`config.mk`:
```
export PLATFORM = sky130hd
export DESIGN_NAME = pll_clock_config_decode
export DESIGN_NICKNAME = d
export VERILOG_FILES = /design/src/hw/pll_cfg_pkg.sv /design/src/hw/ratio_link_if.sv /design/src/hw/outdiv_ratio_lut.sv /design/src/hw/pll_clock_config_decode.sv
export SDC_FILE = /design/constraint.sdc
export NUM_CORES = 1
export LEC_CHECK = 0
export ABC_AREA = 1
export BUFFER_PORTS_ARGS = -buffer_cell sky130_fd_sc_hd__buf_2
export CAP_MARGIN = 20
export CORE_MARGIN = 2
export CORE_UTILIZATION = 45
export DETAILED_ROUTE_END_ITERATION = 6
export MAX_ROUTING_LAYER = met4
export PLACE_DENSITY_LB_ADDON = 0.2
export SYNTH_ARGS = -nofsm -noshare
export SYNTH_HDL_FRONTEND = slang
export SYNTH_HIERARCHICAL = 1
export SYNTH_SLANG_ARGS = --single-unit
export TNS_END_PERCENT = 100
```
`constraint.sdc`:
```
create_clock -name mclk -period 3 [get_ports mclk]
set_clock_uncertainty 0.05 [all_clocks]
set_input_delay 0.3 -clock mclk [delete_from_list [all_inputs] [get_ports mclk]]
set_output_delay 0.3 -clock mclk [all_outputs]
set_load 0.03 [all_outputs]
```
`src/hw/pll_cfg_pkg.sv`:
```
// Purpose: Shared constants for the clock generator configuration decoder
// Assumes: One 128-bit image, AXI4-Lite register access, 32-bit data
// Notes: Field positions are bit indices into the configuration image
package pll_cfg_pkg;
    // Widths
    localparam int IMG_W = 128;
    localparam int ADDR_W = 8;
    localparam int DATA_W = 32;
    localparam int STRB_W = 4;
    localparam int BYTE_W = 8;
    localparam int REF_W = 8;
    localparam int FB_W = 11;
    localparam int ACNT_W = 3;
    localparam int MCNT_W = 8;
    localparam int CODE_W = 4;
    localparam int RATIO_W = 6;
    localparam int NUM_OUT = 4;
    localparam int NUM_PLL = 3;

    // Register byte offsets
    localparam logic [ADDR_W-1:0] OFS_IMG0 = 8'h00;
    localparam logic [ADDR_W-1:0] OFS_IMG1 = 8'h04;
    localparam logic [ADDR_W-1:0] OFS_IMG2 = 8'h08;
    localparam logic [ADDR_W-1:0] OFS_IMG3 = 8'h0C;
    localparam logic [ADDR_W-1:0] OFS_PLLC = 8'h10;
    localparam logic [ADDR_W-1:0] OFS_RATIO = 8'h14;
    localparam logic [1:0] WORD_LSB_ZERO = 2'h0;

    // Power-down enable positions
    localparam int OFF_PLL_A = 21;
    localparam int OFF_PLL_B = 45;
    localparam int OFF_PLL_C = 69;
    localparam int OFF_OUT_A = 120;
    localparam int OFF_OUT_B = 121;
    localparam int OFF_OUT_C = 122;
    localparam int OFF_OUT_D = 123;

    // Reference divider field bases
    localparam int REF_A_LO = 0;
    localparam int REF_B_LO = 24;
    localparam int REF_C1_LO = 48;
    localparam int REF_C2_LO = 72;

    // Feedback divider field bases; low part is the A-counter
    localparam int FB_A_LO = 8;
    localparam int FB_B_LO = 32;
    localparam int FB_C1_LO = 56;
    localparam int FB_C2_LO = 80;

    // Post divider modulus code bases
    localparam int CODE_A_LO = 96;
    localparam int CODE_B_LO = 100;
    localparam int CODE_C1_LO = 104;
    localparam int CODE_D1_LO = 108;
    localparam int CODE_C2_LO = 112;
    localparam int CODE_D2_LO = 116;

    // Loop filter and charge pump tuning positions
    localparam int LF_A = 20;
    localparam int LF_B = 44;
    localparam int LF_C1 = 68;
    localparam int LF_C2 = 92;
    localparam int PUMP_A = 19;
    localparam int PUMP_B = 43;
    localparam int PUMP_C1 = 67;
    localparam int PUMP_C2 = 91;

    // Reset value and bus answers
    localparam logic [IMG_W-1:0] IMG_RESET = '0;
    localparam logic [1:0] RESP_OKAY = 2'h0;
    localparam logic [1:0] RESP_SLVERR = 2'h2;
endpackage

```
`src/hw/ratio_link_if.sv`:
```
// Purpose: Carries one modulus code to a decoder and its ratio back
// Assumes: Purely combinational path
// Notes: One instance per output post divider
`timescale 1ns/1ps
interface ratio_link_if;
    import pll_cfg_pkg::*;
    logic [CODE_W-1:0] code;
    logic [RATIO_W-1:0] ratio;
    modport lut (input code, output ratio);
    modport user (output code, input ratio);
endinterface

```
`src/hw/outdiv_ratio_lut.sv`:
```
// Purpose: Turns a 4-bit post divider code into its divide ratio
// Assumes: Code is stable while the ratio is sampled
// Notes: Combinational; the caller registers the result
`timescale 1ns/1ps
module outdiv_ratio_lut
    import pll_cfg_pkg::*;
(
    // Code in, ratio out
    ratio_link_if.lut lnk
);
    // Modulus table
    always_comb begin
        case (lnk.code)
            4'h0: lnk.ratio = 6'h01;
            4'h1: lnk.ratio = 6'h02;
            4'h2: lnk.ratio = 6'h03;
            4'h3: lnk.ratio = 6'h04;
            4'h4: lnk.ratio = 6'h05;
            4'h5: lnk.ratio = 6'h06;
            4'h6: lnk.ratio = 6'h08;
            4'h7: lnk.ratio = 6'h09;
            4'h8: lnk.ratio = 6'h0A;
            4'h9: lnk.ratio = 6'h0C;
            4'hA: lnk.ratio = 6'h0F;
            4'hB: lnk.ratio = 6'h10;
            4'hC: lnk.ratio = 6'h12;
            4'hD: lnk.ratio = 6'h14;
            4'hE: lnk.ratio = 6'h19;
            4'hF: lnk.ratio = 6'h32;
            default: lnk.ratio = 6'h01;
        endcase
    end
endmodule

```
`src/hw/pll_clock_config_decode.sv`:
```
// Purpose: Holds the 128-bit clock generator image and decodes its fields
// Assumes: All inputs synchronous to mclk; AXI4-Lite slave, one word each
// Notes: Decoded outputs follow the image and pins by one clock
// Operation
// Output divider power-down bits 120 to 123
// PLL power-down bits 21, 45, 69
// Eight-bit reference dividers from fixed fields
// Feedback split: low three A, high eight M
// PLL C feedback from set 1 or 2
// Select pin picks PLL C set
// Divider A and B codes fixed fields
// Divider C code chosen by select pin
// Divider D code chosen by select pin
// Modulus code to divide ratio table
// Filter bit: 0 short, 1 long
// Pump bit: 0 low, 1 high current
// Shutdown only while power-down input high
// Image cleared to zero at reset
`timescale 1ns/1ps
module pll_clock_config_decode
    import pll_cfg_pkg::*;
(
    // Clock and reset
    input wire logic mclk,
    input wire logic rst,
    // AXI4-Lite write address and data
    input wire logic [ADDR_W-1:0] awaddr,
    input wire logic awvalid,
    output logic awready,
    input wire logic [DATA_W-1:0] wdata,
    input wire logic [STRB_W-1:0] wstrb,
    input wire logic wvalid,
    output logic wready,
    // AXI4-Lite write response
    output logic [1:0] bresp,
    output logic bvalid,
    input wire logic bready,
    // AXI4-Lite read
    input wire logic [ADDR_W-1:0] araddr,
    input wire logic arvalid,
    output logic arready,
    output logic [DATA_W-1:0] rdata,
    output logic [1:0] rresp,
    output logic rvalid,
    input wire logic rready,
    // Device pins
    input wire logic alt_set_select_pin,
    input wire logic powerdown_input,
    // Shutdown controls
    output logic pll_a_shutdown_en,
    output logic pll_b_shutdown_en,
    output logic pll_c_shutdown_en,
    output logic outdiv_a_shutdown_en,
    output logic outdiv_b_shutdown_en,
    output logic outdiv_c_shutdown_en,
    output logic outdiv_d_shutdown_en,
    // Reference dividers
    output logic [REF_W-1:0] ref_divisor_a,
    output logic [REF_W-1:0] ref_divisor_b,
    output logic [REF_W-1:0] ref_divisor_c,
    // Feedback counters
    output logic [ACNT_W-1:0] loop_acount_a,
    output logic [MCNT_W-1:0] loop_mcount_a,
    output logic [ACNT_W-1:0] loop_acount_b,
    output logic [MCNT_W-1:0] loop_mcount_b,
    output logic [ACNT_W-1:0] loop_acount_c,
    output logic [MCNT_W-1:0] loop_mcount_c,
    // Loop tuning
    output logic filter_long_a,
    output logic filter_long_b,
    output logic filter_long_c,
    output logic pump_high_a,
    output logic pump_high_b,
    output logic pump_high_c,
    // Post divider ratios
    output logic [RATIO_W-1:0] outdiv_ratio_a,
    output logic [RATIO_W-1:0] outdiv_ratio_b,
    output logic [RATIO_W-1:0] outdiv_ratio_c,
    output logic [RATIO_W-1:0] outdiv_ratio_d
);
    typedef struct packed {
        logic [IMG_W-1:0] img;
        logic aw_got;
        logic [ADDR_W-1:0] aw_addr;
        logic w_got;
        logic [DATA_W-1:0] w_data;
        logic [STRB_W-1:0] w_strb;
        logic awready;
        logic wready;
        logic bvalid;
        logic [1:0] bresp;
        logic arready;
        logic rvalid;
        logic [1:0] rresp;
        logic [DATA_W-1:0] rdata;
        logic sel;
        logic [NUM_PLL-1:0] off_pll;
        logic [NUM_OUT-1:0] off_out;
        logic [REF_W-1:0] ref_a;
        logic [REF_W-1:0] ref_b;
        logic [REF_W-1:0] ref_c;
        logic [FB_W-1:0] fb_a;
        logic [FB_W-1:0] fb_b;
        logic [FB_W-1:0] fb_c;
        logic [NUM_PLL-1:0] lf;
        logic [NUM_PLL-1:0] cp;
        logic [NUM_OUT-1:0][RATIO_W-1:0] ratio;
    } state_type;

    state_type q_reg;
    state_type q_next;
    logic [CODE_W-1:0] code_sel [NUM_OUT];
    logic [RATIO_W-1:0] ratio_w [NUM_OUT];
    ratio_link_if lnk [NUM_OUT] ();

    // Modulus codes; C and D follow the select pin
    assign code_sel[0] = q_reg.img[CODE_A_LO +: CODE_W];
    assign code_sel[1] = q_reg.img[CODE_B_LO +: CODE_W];
    assign code_sel[2] = alt_set_select_pin ?
        q_reg.img[CODE_C2_LO +: CODE_W] :
        q_reg.img[CODE_C1_LO +: CODE_W];
    assign code_sel[3] = alt_set_select_pin ?
        q_reg.img[CODE_D2_LO +: CODE_W] :
        q_reg.img[CODE_D1_LO +: CODE_W];

    // One ratio decoder per post divider
    genvar g;
    generate
        for (g = 0; g < NUM_OUT; g++) begin : g_div
            assign lnk[g].code = code_sel[g];
            assign ratio_w[g] = lnk[g].ratio;
            outdiv_ratio_lut u_lut (
                .lnk(lnk[g])
            );
        end
    endgenerate

    // Bus handling, image update and field decode
    always_comb begin
        int base;
        base = 0;
        q_next = q_reg;
        // Response handshakes free the channels
        if (q_reg.bvalid && bready) begin
            q_next.bvalid = 1'b0;
        end
        if (q_reg.rvalid && rready) begin
            q_next.rvalid = 1'b0;
        end
        // Address and data may arrive in either order
        if (awvalid && q_reg.awready) begin
            q_next.aw_got = 1'b1;
            q_next.aw_addr = awaddr;
        end
        if (wvalid && q_reg.wready) begin
            q_next.w_got = 1'b1;
            q_next.w_data = wdata;
            q_next.w_strb = wstrb;
        end
        // Commit once both halves are held
        if (q_next.aw_got && q_next.w_got && !q_next.bvalid) begin
            q_next.aw_got = 1'b0;
            q_next.w_got = 1'b0;
            q_next.bvalid = 1'b1;
            q_next.bresp = RESP_OKAY;
            case ({q_next.aw_addr[ADDR_W-1:2], WORD_LSB_ZERO})
                OFS_IMG0: base = 0;
                OFS_IMG1: base = DATA_W;
                OFS_IMG2: base = 2 * DATA_W;
                OFS_IMG3: base = 3 * DATA_W;
                OFS_PLLC: base = -1;
                OFS_RATIO: base = -1;
                default: begin
                    base = -1;
                    q_next.bresp = RESP_SLVERR;
                end
            endcase
            // Byte lanes of an image word; status words ignore writes
            if (base >= 0) begin
                for (int b = 0; b < STRB_W; b++) begin
                    if (q_next.w_strb[b]) begin
                        q_next.img[base + b * BYTE_W +: BYTE_W] =
                            q_next.w_data[b * BYTE_W +: BYTE_W];
                    end
                end
            end
        end
        // Read answers one cycle after the address is taken
        if (arvalid && q_reg.arready) begin
            q_next.rvalid = 1'b1;
            q_next.rresp = RESP_OKAY;
            case ({araddr[ADDR_W-1:2], WORD_LSB_ZERO})
                OFS_IMG0: q_next.rdata = q_reg.img[0 +: DATA_W];
                OFS_IMG1: q_next.rdata = q_reg.img[DATA_W +: DATA_W];
                OFS_IMG2: q_next.rdata = q_reg.img[2*DATA_W +: DATA_W];
                OFS_IMG3: q_next.rdata = q_reg.img[3*DATA_W +: DATA_W];
                OFS_PLLC: q_next.rdata = {10'h000, q_reg.fb_c, q_reg.ref_c,
                    q_reg.cp[2], q_reg.lf[2], q_reg.sel};
                OFS_RATIO: q_next.rdata = {8'h00, q_reg.ratio};
                default: begin
                    q_next.rdata = '0;
                    q_next.rresp = RESP_SLVERR;
                end
            endcase
        end
        q_next.awready = !q_next.aw_got && !q_next.bvalid;
        q_next.wready = !q_next.w_got && !q_next.bvalid;
        q_next.arready = !q_next.rvalid;
        // Power-down enables act only with the input high
        q_next.off_pll[0] = q_reg.img[OFF_PLL_A] && powerdown_input;
        q_next.off_pll[1] = q_reg.img[OFF_PLL_B] && powerdown_input;
        q_next.off_pll[2] = q_reg.img[OFF_PLL_C] && powerdown_input;
        q_next.off_out[0] = q_reg.img[OFF_OUT_A] && powerdown_input;
        q_next.off_out[1] = q_reg.img[OFF_OUT_B] && powerdown_input;
        q_next.off_out[2] = q_reg.img[OFF_OUT_C] && powerdown_input;
        q_next.off_out[3] = q_reg.img[OFF_OUT_D] && powerdown_input;
        // PLL A and B loop settings
        q_next.ref_a = q_reg.img[REF_A_LO +: REF_W];
        q_next.ref_b = q_reg.img[REF_B_LO +: REF_W];
        q_next.fb_a = q_reg.img[FB_A_LO +: FB_W];
        q_next.fb_b = q_reg.img[FB_B_LO +: FB_W];
        q_next.lf[0] = q_reg.img[LF_A];
        q_next.lf[1] = q_reg.img[LF_B];
        q_next.cp[0] = q_reg.img[PUMP_A];
        q_next.cp[1] = q_reg.img[PUMP_B];
        // PLL C takes the set chosen by the pin
        q_next.sel = alt_set_select_pin;
        if (alt_set_select_pin) begin
            q_next.ref_c = q_reg.img[REF_C2_LO +: REF_W];
            q_next.fb_c = q_reg.img[FB_C2_LO +: FB_W];
            q_next.lf[2] = q_reg.img[LF_C2];
            q_next.cp[2] = q_reg.img[PUMP_C2];
        end else begin
            q_next.ref_c = q_reg.img[REF_C1_LO +: REF_W];
            q_next.fb_c = q_reg.img[FB_C1_LO +: FB_W];
            q_next.lf[2] = q_reg.img[LF_C1];
            q_next.cp[2] = q_reg.img[PUMP_C1];
        end
        for (int k = 0; k < NUM_OUT; k++) begin
            q_next.ratio[k] = ratio_w[k];
        end
        // Synchronous clear of all state
        if (rst) begin
            q_next = '0;
            q_next.img = IMG_RESET;
        end
    end

    // State register
    always_ff @(posedge mclk) begin
        q_reg <= q_next;
    end

    // Outputs straight from the state register
    assign awready = q_reg.awready;
    assign wready = q_reg.wready;
    assign bvalid = q_reg.bvalid;
    assign bresp = q_reg.bresp;
    assign arready = q_reg.arready;
    assign rvalid = q_reg.rvalid;
    assign rresp = q_reg.rresp;
    assign rdata = q_reg.rdata;
    assign pll_a_shutdown_en = q_reg.off_pll[0];
    assign pll_b_shutdown_en = q_reg.off_pll[1];
    assign pll_c_shutdown_en = q_reg.off_pll[2];
    assign outdiv_a_shutdown_en = q_reg.off_out[0];
    assign outdiv_b_shutdown_en = q_reg.off_out[1];
    assign outdiv_c_shutdown_en = q_reg.off_out[2];
    assign outdiv_d_shutdown_en = q_reg.off_out[3];
    assign ref_divisor_a = q_reg.ref_a;
    assign ref_divisor_b = q_reg.ref_b;
    assign ref_divisor_c = q_reg.ref_c;
    // Low bits are the A-counter, high bits the M-counter
    assign loop_acount_a = q_reg.fb_a[ACNT_W-1:0];
    assign loop_mcount_a = q_reg.fb_a[FB_W-1:ACNT_W];
    assign loop_acount_b = q_reg.fb_b[ACNT_W-1:0];
    assign loop_mcount_b = q_reg.fb_b[FB_W-1:ACNT_W];
    assign loop_acount_c = q_reg.fb_c[ACNT_W-1:0];
    assign loop_mcount_c = q_reg.fb_c[FB_W-1:ACNT_W];
    assign filter_long_a = q_reg.lf[0];
    assign filter_long_b = q_reg.lf[1];
    assign filter_long_c = q_reg.lf[2];
    assign pump_high_a = q_reg.cp[0];
    assign pump_high_b = q_reg.cp[1];
    assign pump_high_c = q_reg.cp[2];
    assign outdiv_ratio_a = q_reg.ratio[0];
    assign outdiv_ratio_b = q_reg.ratio[1];
    assign outdiv_ratio_c = q_reg.ratio[2];
    assign outdiv_ratio_d = q_reg.ratio[3];
endmodule

```
==> impl_metrics.toml, run 1 <==
[cells_and_area]
final_nets = 2057
design_area_sq_mm = 0.0156
seq_area_sq_mm = 0.00613
layout-drive-gt1-share_pct = 18.8
layout_common_cells = "nor2_1, dfxtp_1, nand2_1"
final_common_cell = "nor2_1"
antenna_cells = 0
area.growth.synth_to_final_pct = 12.1
largest_reg_flops = 165
multi_input_area_sq_mm = 0.00579
instances_no_fill = 2402
nFillCells = 3083

[status]
outcome = "finished clean"

[sta]
fin_ws_ps = 325
worstMarginPinSlew_ps = 753
tns_ps = 0
min_period_over_period_pct = 89.2
maxSlewViolCount = 0
maxSlewHeadroom_pct = 49.3
hold_violations = 0
rsz0062_at_grt = "false"
fmax_mhz = 374
finalSetupViolCount = 0
min_period_ps = 2680

[critical_path]
path_buf_inv = 4
worstPathMaxFanout = 10
critPathMaxStageDelay_ps = 430
cp.arrival_ps = 3070
r2r-end = "q_reg[252]$_SDFFE_PP0P_"
end_kind = "register"
r2r_start = "awready$_SDFF_PP0_"
rrSetupSlack_ps = 320
cp_top_family = "simple AND/OR/NAND/NOR gates"
critPathSlowestCell = "or2_2"
reg2reg_depth = 13
crit_top_cell = "nor2_1"
crit_type = "reg -> reg"
cp_cell_sequence = "buf_4 > nand3_1 > nand2_1 > inv_1 > nand4_1 > ha_1 > clkinv_1 > or2_2 > o21ai_2 > inv_1 > nor2_1 > nor2_1 > nor2_1"
cp-start-kind = "register"
cp.required_ps = 3400

[route]
firstDrtPassIters = 6
wl_um = 41300
via_per_inst = 5.20
met2_wirelength_um = 18400
vias = 12489
dr_wl_met3_um = 3260
drt_iter0_markers = 1172
maxUsedRoutingLayer = "met4"
wire_per_inst_um = 17.2
met1_length_um = 18400
drc_errors = 0
antenna_left = 0

[clocking]
clk-insertion-delay-late_ps = 530
htree_levels = 2
numCtsBuffers = 34
cts_max_path_buffers = 3
cts_setup_buffers = 0
cts_sinks = 306
cts_tree = "done"
path_clk_slew_ps = 60
cts_root_buffer = "clkbuf_16"

[die]
die_w_um = 180
coreArea_sq_mm = 0.0305
ios = 196
std_cell_rows = 64
initial_core_util_pct = 45.6
fp.dieH_um = 180
die_area_sq_mm = 0.0324

[synth]
avgSynthCellArea_sq_um = 7.28
syn_area_sq_mm = 0.0139
yosys_warnings = 6
ys_seq_elements = 306
yosysSeqAreaShare_pct = 44.0
synth_cell_type_count = 40
syn_inst = 1912

[global_route]
antenna_found_initial = 0
grt_max_degree = 138
track_usage_pct = 26.1
gr-total-overflow = 0
grt_pass1_wl_um = 65600
grt_pass1_vias = 11784

[pwr]
leakagePower_nw = 7.41
cellPowerDensity_mw_per_mm2 = 630
ir_worst_vdd_v = 0.000435

[place]
placed_area_sq_mm = 0.0145
port_buffers = 189
pre_cts_ws_ps = 120
gp_congestion = 0.924
place_hpwl_um = 29500
dpl.cell_count = 2339

[hold_path]
worstHoldEndpoint = "q_reg[167]$_SDFF_PP0_"
hold_path_class = "in -> reg"
min_path_cells = 3
worstHoldStart = "wdata[27]"

[flow_run]
maxCapViolations = 0
[cells in the mapped netlist (all sizes together)]
cell type	number	area share (%)
a211oi	12	0.65
a21oi	67	2.4
a221oi	11	0.69
a22oi	17	0.92
a31oi	10	0.45
a41oi	2	0.13
buf	135	7.2
clkbuf	63	1.7
clkinv	2	0.054
conb	1	0.027
dfxtp	306	44
ha	16	1.4
inv	207	5.6
mux2i	12	0.86
nand2	255	7.3
nand3	52	2.2
nand4	7	0.31
nor2	442	13
nor3	10	0.47
nor4	2	0.090
o211ai	9	0.49
o21ai	230	8.4
o22ai	16	0.72
o31ai	1	0.054
or2	27	1.2
[report_power, final]
| group | internal [mW] | switching (mW) | total (mW) |
|---|---|---|---|
| Combinational | 0.398 | 1.00 | 1.40 |
| Sequential | 4.17 | 0.0490 | 4.22 |
| Clock | 2.52 | 1.69 | 4.21 |
[cells by family after synthesis]
group	count (synthesis)	synth area share (%)
flops	306	44.0
other cells	1	0.0269
compound gates	375	14.9
buf+inv	407	14.6
simple gates	795	24.2
fa+ha+maj	16	1.44
mux	12	0.863
[stage by stage]
stage | hold WS, ps | utilization, % | power, mW
floorplan | 363 | - | 5.26
global placement | 389 | 47.4 | 5.67
detailed placement | 388 | 47.4 | 5.68
CTS | 33.8 | 51.1 | 9.86
global route | 54.0 | 51.2 | 10.2
finish | 42.1 | 51.2 | 9.83
[area by class of cell]
type	count	share of cell area, %
clock buffers	51	6.24
flip-flops and latches	306	39.2
inverters	209	5.03
multi-input cells	1200	37.1
well taps	396	3.17
clock inverters	11	0.954
repair buffers	229	8.26
[per-layer routing]
metal | vias up | GRT usage [%]
li1 | 6104 | -
met1 | 5782 | 35.1
met2 | 526 | 39.7
met3 | 77 | 4.54
met4 | 0 | 8.62
met5 | - | -
[worst min-delay path, delay by kind of cell]
family                 cells  cell delay (ps)
buffers and inverters      1               80
muxes                      1               90
and+or+nand+nor            1               90
[worst max path at each step]
stage,start,endpoint,slack [ps],cells past startpoint
3_3_place_gp,awvalid,q_reg[183]$_SDFFE_PP0P_,180,18
2_1_floorplan,awready$_SDFF_PP0_,q_reg[252]$_SDFFE_PP0P_,70,18
4_1_cts,awready$_SDFF_PP0_,q_reg[252]$_SDFFE_PP0P_,160,13
6_report,awready$_SDFF_PP0_,q_reg[252]$_SDFFE_PP0P_,320,13
3_5_place_dp,awvalid,q_reg[183]$_SDFFE_PP0P_,120,18
5_1_grt,awready$_SDFF_PP0_,code_sel[11]$_SDFFE_PP0P_,40,14
[timing repair]
action | CTS | global route
endpoints found under the setup margin | 0 | 7
hold buffers | 1 | 0
endpoints found under the hold margin | 1 | 0
gates resized for setup | 0 | 4
No activity file was read; power rests on OpenSTA's default activity.
==> run 2: changes to the inputs <==
--- a/config.mk
+++ b/config.mk
@@ -12,7 +12,7 @@
 export CORE_UTILIZATION = 45
 export DETAILED_ROUTE_END_ITERATION = 6
 export MAX_ROUTING_LAYER = met4
-export PLACE_DENSITY_LB_ADDON = 0.2
+export PLACE_DENSITY_LB_ADDON = 0.05
 export SYNTH_ARGS = -nofsm -noshare
 export SYNTH_HDL_FRONTEND = slang
 export SYNTH_HIERARCHICAL = 1
==> impl_metrics.toml, run 2 (synthesized netlist as in run 1, its figures left out) <==
[status]
outcome = "finished clean"

[global_route]
grt-busiest-layer = "met2"
grt_pass1_wl_um = 65300
track_usage_pct = 26.1
grtUsageMet2_pct = 41.0
antenna_found_initial = 1
use_met3_pct = 4.13
met1_usage_pct = 34.7
gr-total-overflow = 0
grt_pass1_vias = 11587
grt_max_degree = 88

[critical_path]
cp-start-kind = "register"
cp.arrival_ps = 3100
worstPathMaxFanout = 9
crit_type = "reg -> reg"
crit_path_end = "q_reg[252]$_SDFFE_PP0P_"
cp_cell_sequence = "buf_4 > nand3_1 > nand2_2 > inv_1 > nand4_1 > ha_1 > clkinv_1 > buf_4 > or2_2 > o21ai_0 > buf_4 > inv_1 > nor2_1 > nor2_1 > nor2_1"
critPathSlowestCell = "dfxtp_1"
critPathMaxStageDelay_ps = 400
r2r-end = "q_reg[252]$_SDFFE_PP0P_"
cp.required_ps = 3400
rrSetupSlack_ps = 300
end_kind = "register"
reg2reg_depth = 15
r2r_start = "awready$_SDFF_PP0_"
crit_start = "awready$_SDFF_PP0_"

[sta]
maxSlewViolCount = 0
worstMarginPinSlew_ps = 926
min_period_ps = 2700
tns_ps = 0
min_period_over_period_pct = 89.8
holdWs_ps = 32.7
finalSetupViolCount = 0
hold_violations = 0
maxSlewHeadroom_pct = 38.3
fmax_mhz = 371
rsz0062_at_grt = "false"

[pwr]
cellPowerDensity_mw_per_mm2 = 648
leakagePower_nw = 7.48
ir_worst_vdd_v = 0.000315
p_switching_mw = 2.77
pwr-share-clk_pct = 44.7
swShare_pct = 27.1
pwr-share-comb_pct = 14.0
p_seq_share_pct = 41.3
internal_power_mw = 7.44

[cells_and_area]
antenna_cells = 0
final_nets = 2063
final_common_cell = "nor2_1"
area.growth.synth_to_final_pct = 13.2
layout_common_cells = "nor2_1, dfxtp_1, nand2_1"
layout-drive-gt1-share_pct = 19.4
largest_reg_flops = 165
nFillCells = 3137

[die]
std_cell_rows = 64
initial_core_util_pct = 45.6
coreArea_sq_mm = 0.0305
die_w_um = 180
fp.dieH_um = 180
die_area_sq_mm = 0.0324
ios = 196

[place]
place_hpwl_um = 30300
port_buffers = 189
gp_congestion = 0.890

[route]
wl_um = 41800
antenna_left = 0
wire_per_inst_um = 17.4
drc_errors = 0
via_per_inst = 5.09
drt_iter0_markers = 844
firstDrtPassIters = 7
vias = 12251

[clocking]
path_clk_slew_ps = 60
numCtsBuffers = 35
cts_setup_buffers = 0
cts_tree = "done"
cts_sinks = 306
clk-insertion-delay-late_ps = 520
cts_root_buffer = "clkbuf_16"
cts_max_path_buffers = 3
htree_levels = 2

[hold_path]
hold_path_class = "in -> reg"

[flow_run]
maxCapViolations = 0
==> run 2: through the flow <==
stage | std cells | setup slack [ps] | power, mW | cell area [sq um] | utilization, %
2_1_floorplan | 1913 | 69.5 | 5.26 | 13900 | -
3_3_place_gp | 2344 | 166 | 5.71 | 14500 | 47.5
3_5_place_dp | 2344 | 141 | 5.72 | 14500 | 47.5
4_1_cts | 2408 | 225 | 10.3 | 15700 | 51.6
5_1_grt | 2408 | 26.4 | 10.6 | 15800 | 51.6
6_report | 2408 | 305 | 10.2 | 15800 | 51.6
==> run 2: what timing repair did <==
action / 4_1_cts / 5_1_grt
endpoints found under the hold margin: 2 / 0
setup endpoints to repair: 0 / 16
gates resized for setup: 0 / 4
hold buffers: 1 / 0
==> run 2: layout make-up <==
type                    instances  area (sq um)  share of cell area [%]
repair buffers                234          1310                    8.34
clock buffers                  50          1040                    6.63
clock inverters                13           194                    1.23
multi-input cells            1200          5790                    36.7
well taps                     396           495                    3.15
inverters                     209           790                    5.01
flip-flops and latches        306          6130                    38.9
==> run 2: worst min-delay path by stage <==
| stage | startpoint | to | slack, ps | cells after the start |
|---|---|---|---|---|
| final | rst | outdiv_b_shutdown_en$_SDFF_PP0_ | 30 | 2 |
| after global placement | q_reg[200]$_SDFFE_PP0P_ | loop_mcount_a[7]$_SDFF_PP0_ | 390 | 2 |
| after detailed placement | q_reg[305]$_SDFFE_PP0P_ | outdiv_d_shutdown_en$_SDFF_PP0_ | 390 | 2 |
| after CTS | rst | outdiv_b_shutdown_en$_SDFF_PP0_ | 20 | 2 |
| after global routing | rst | outdiv_b_shutdown_en$_SDFF_PP0_ | 50 | 2 |
| after floorplan | q_reg[200]$_SDFFE_PP0P_ | loop_mcount_a[7]$_SDFF_PP0_ | 360 | 2 |
==> run 2: power by group through the flow <==
| stage | clock [mW] | sequential, mW | combinational (mW) |
|---|---|---|---|
| after detailed placement | 0 | 4.31 | 1.41 |
| final | 4.56 | 4.22 | 1.43 |
| after global placement | 0 | 4.31 | 1.41 |
| after CTS | 4.63 | 4.22 | 1.42 |
| after global routing | 4.81 | 4.23 | 1.57 |
| after floorplan | 0 | 4.30 | 0.961 |
==> run 2: metal layers <==
metal / vias to the layer above / part of all wire (%)
li1: 6119 / -
met1: 5644 / 46
met2: 417 / 45
met3: 71 / 6.6
met4: 0 / 2.4
met5: - / 0
==> run 2: worst max-delay path: cells and delay by family (launching register included) <==
kind                       cells  cell delay, ps
and+or+nand+nor                7             980
buffers and inverters          6             820
DFF                            1             400
AOI/OAI and AO/OA              1             220
adders and majority gates      1             180
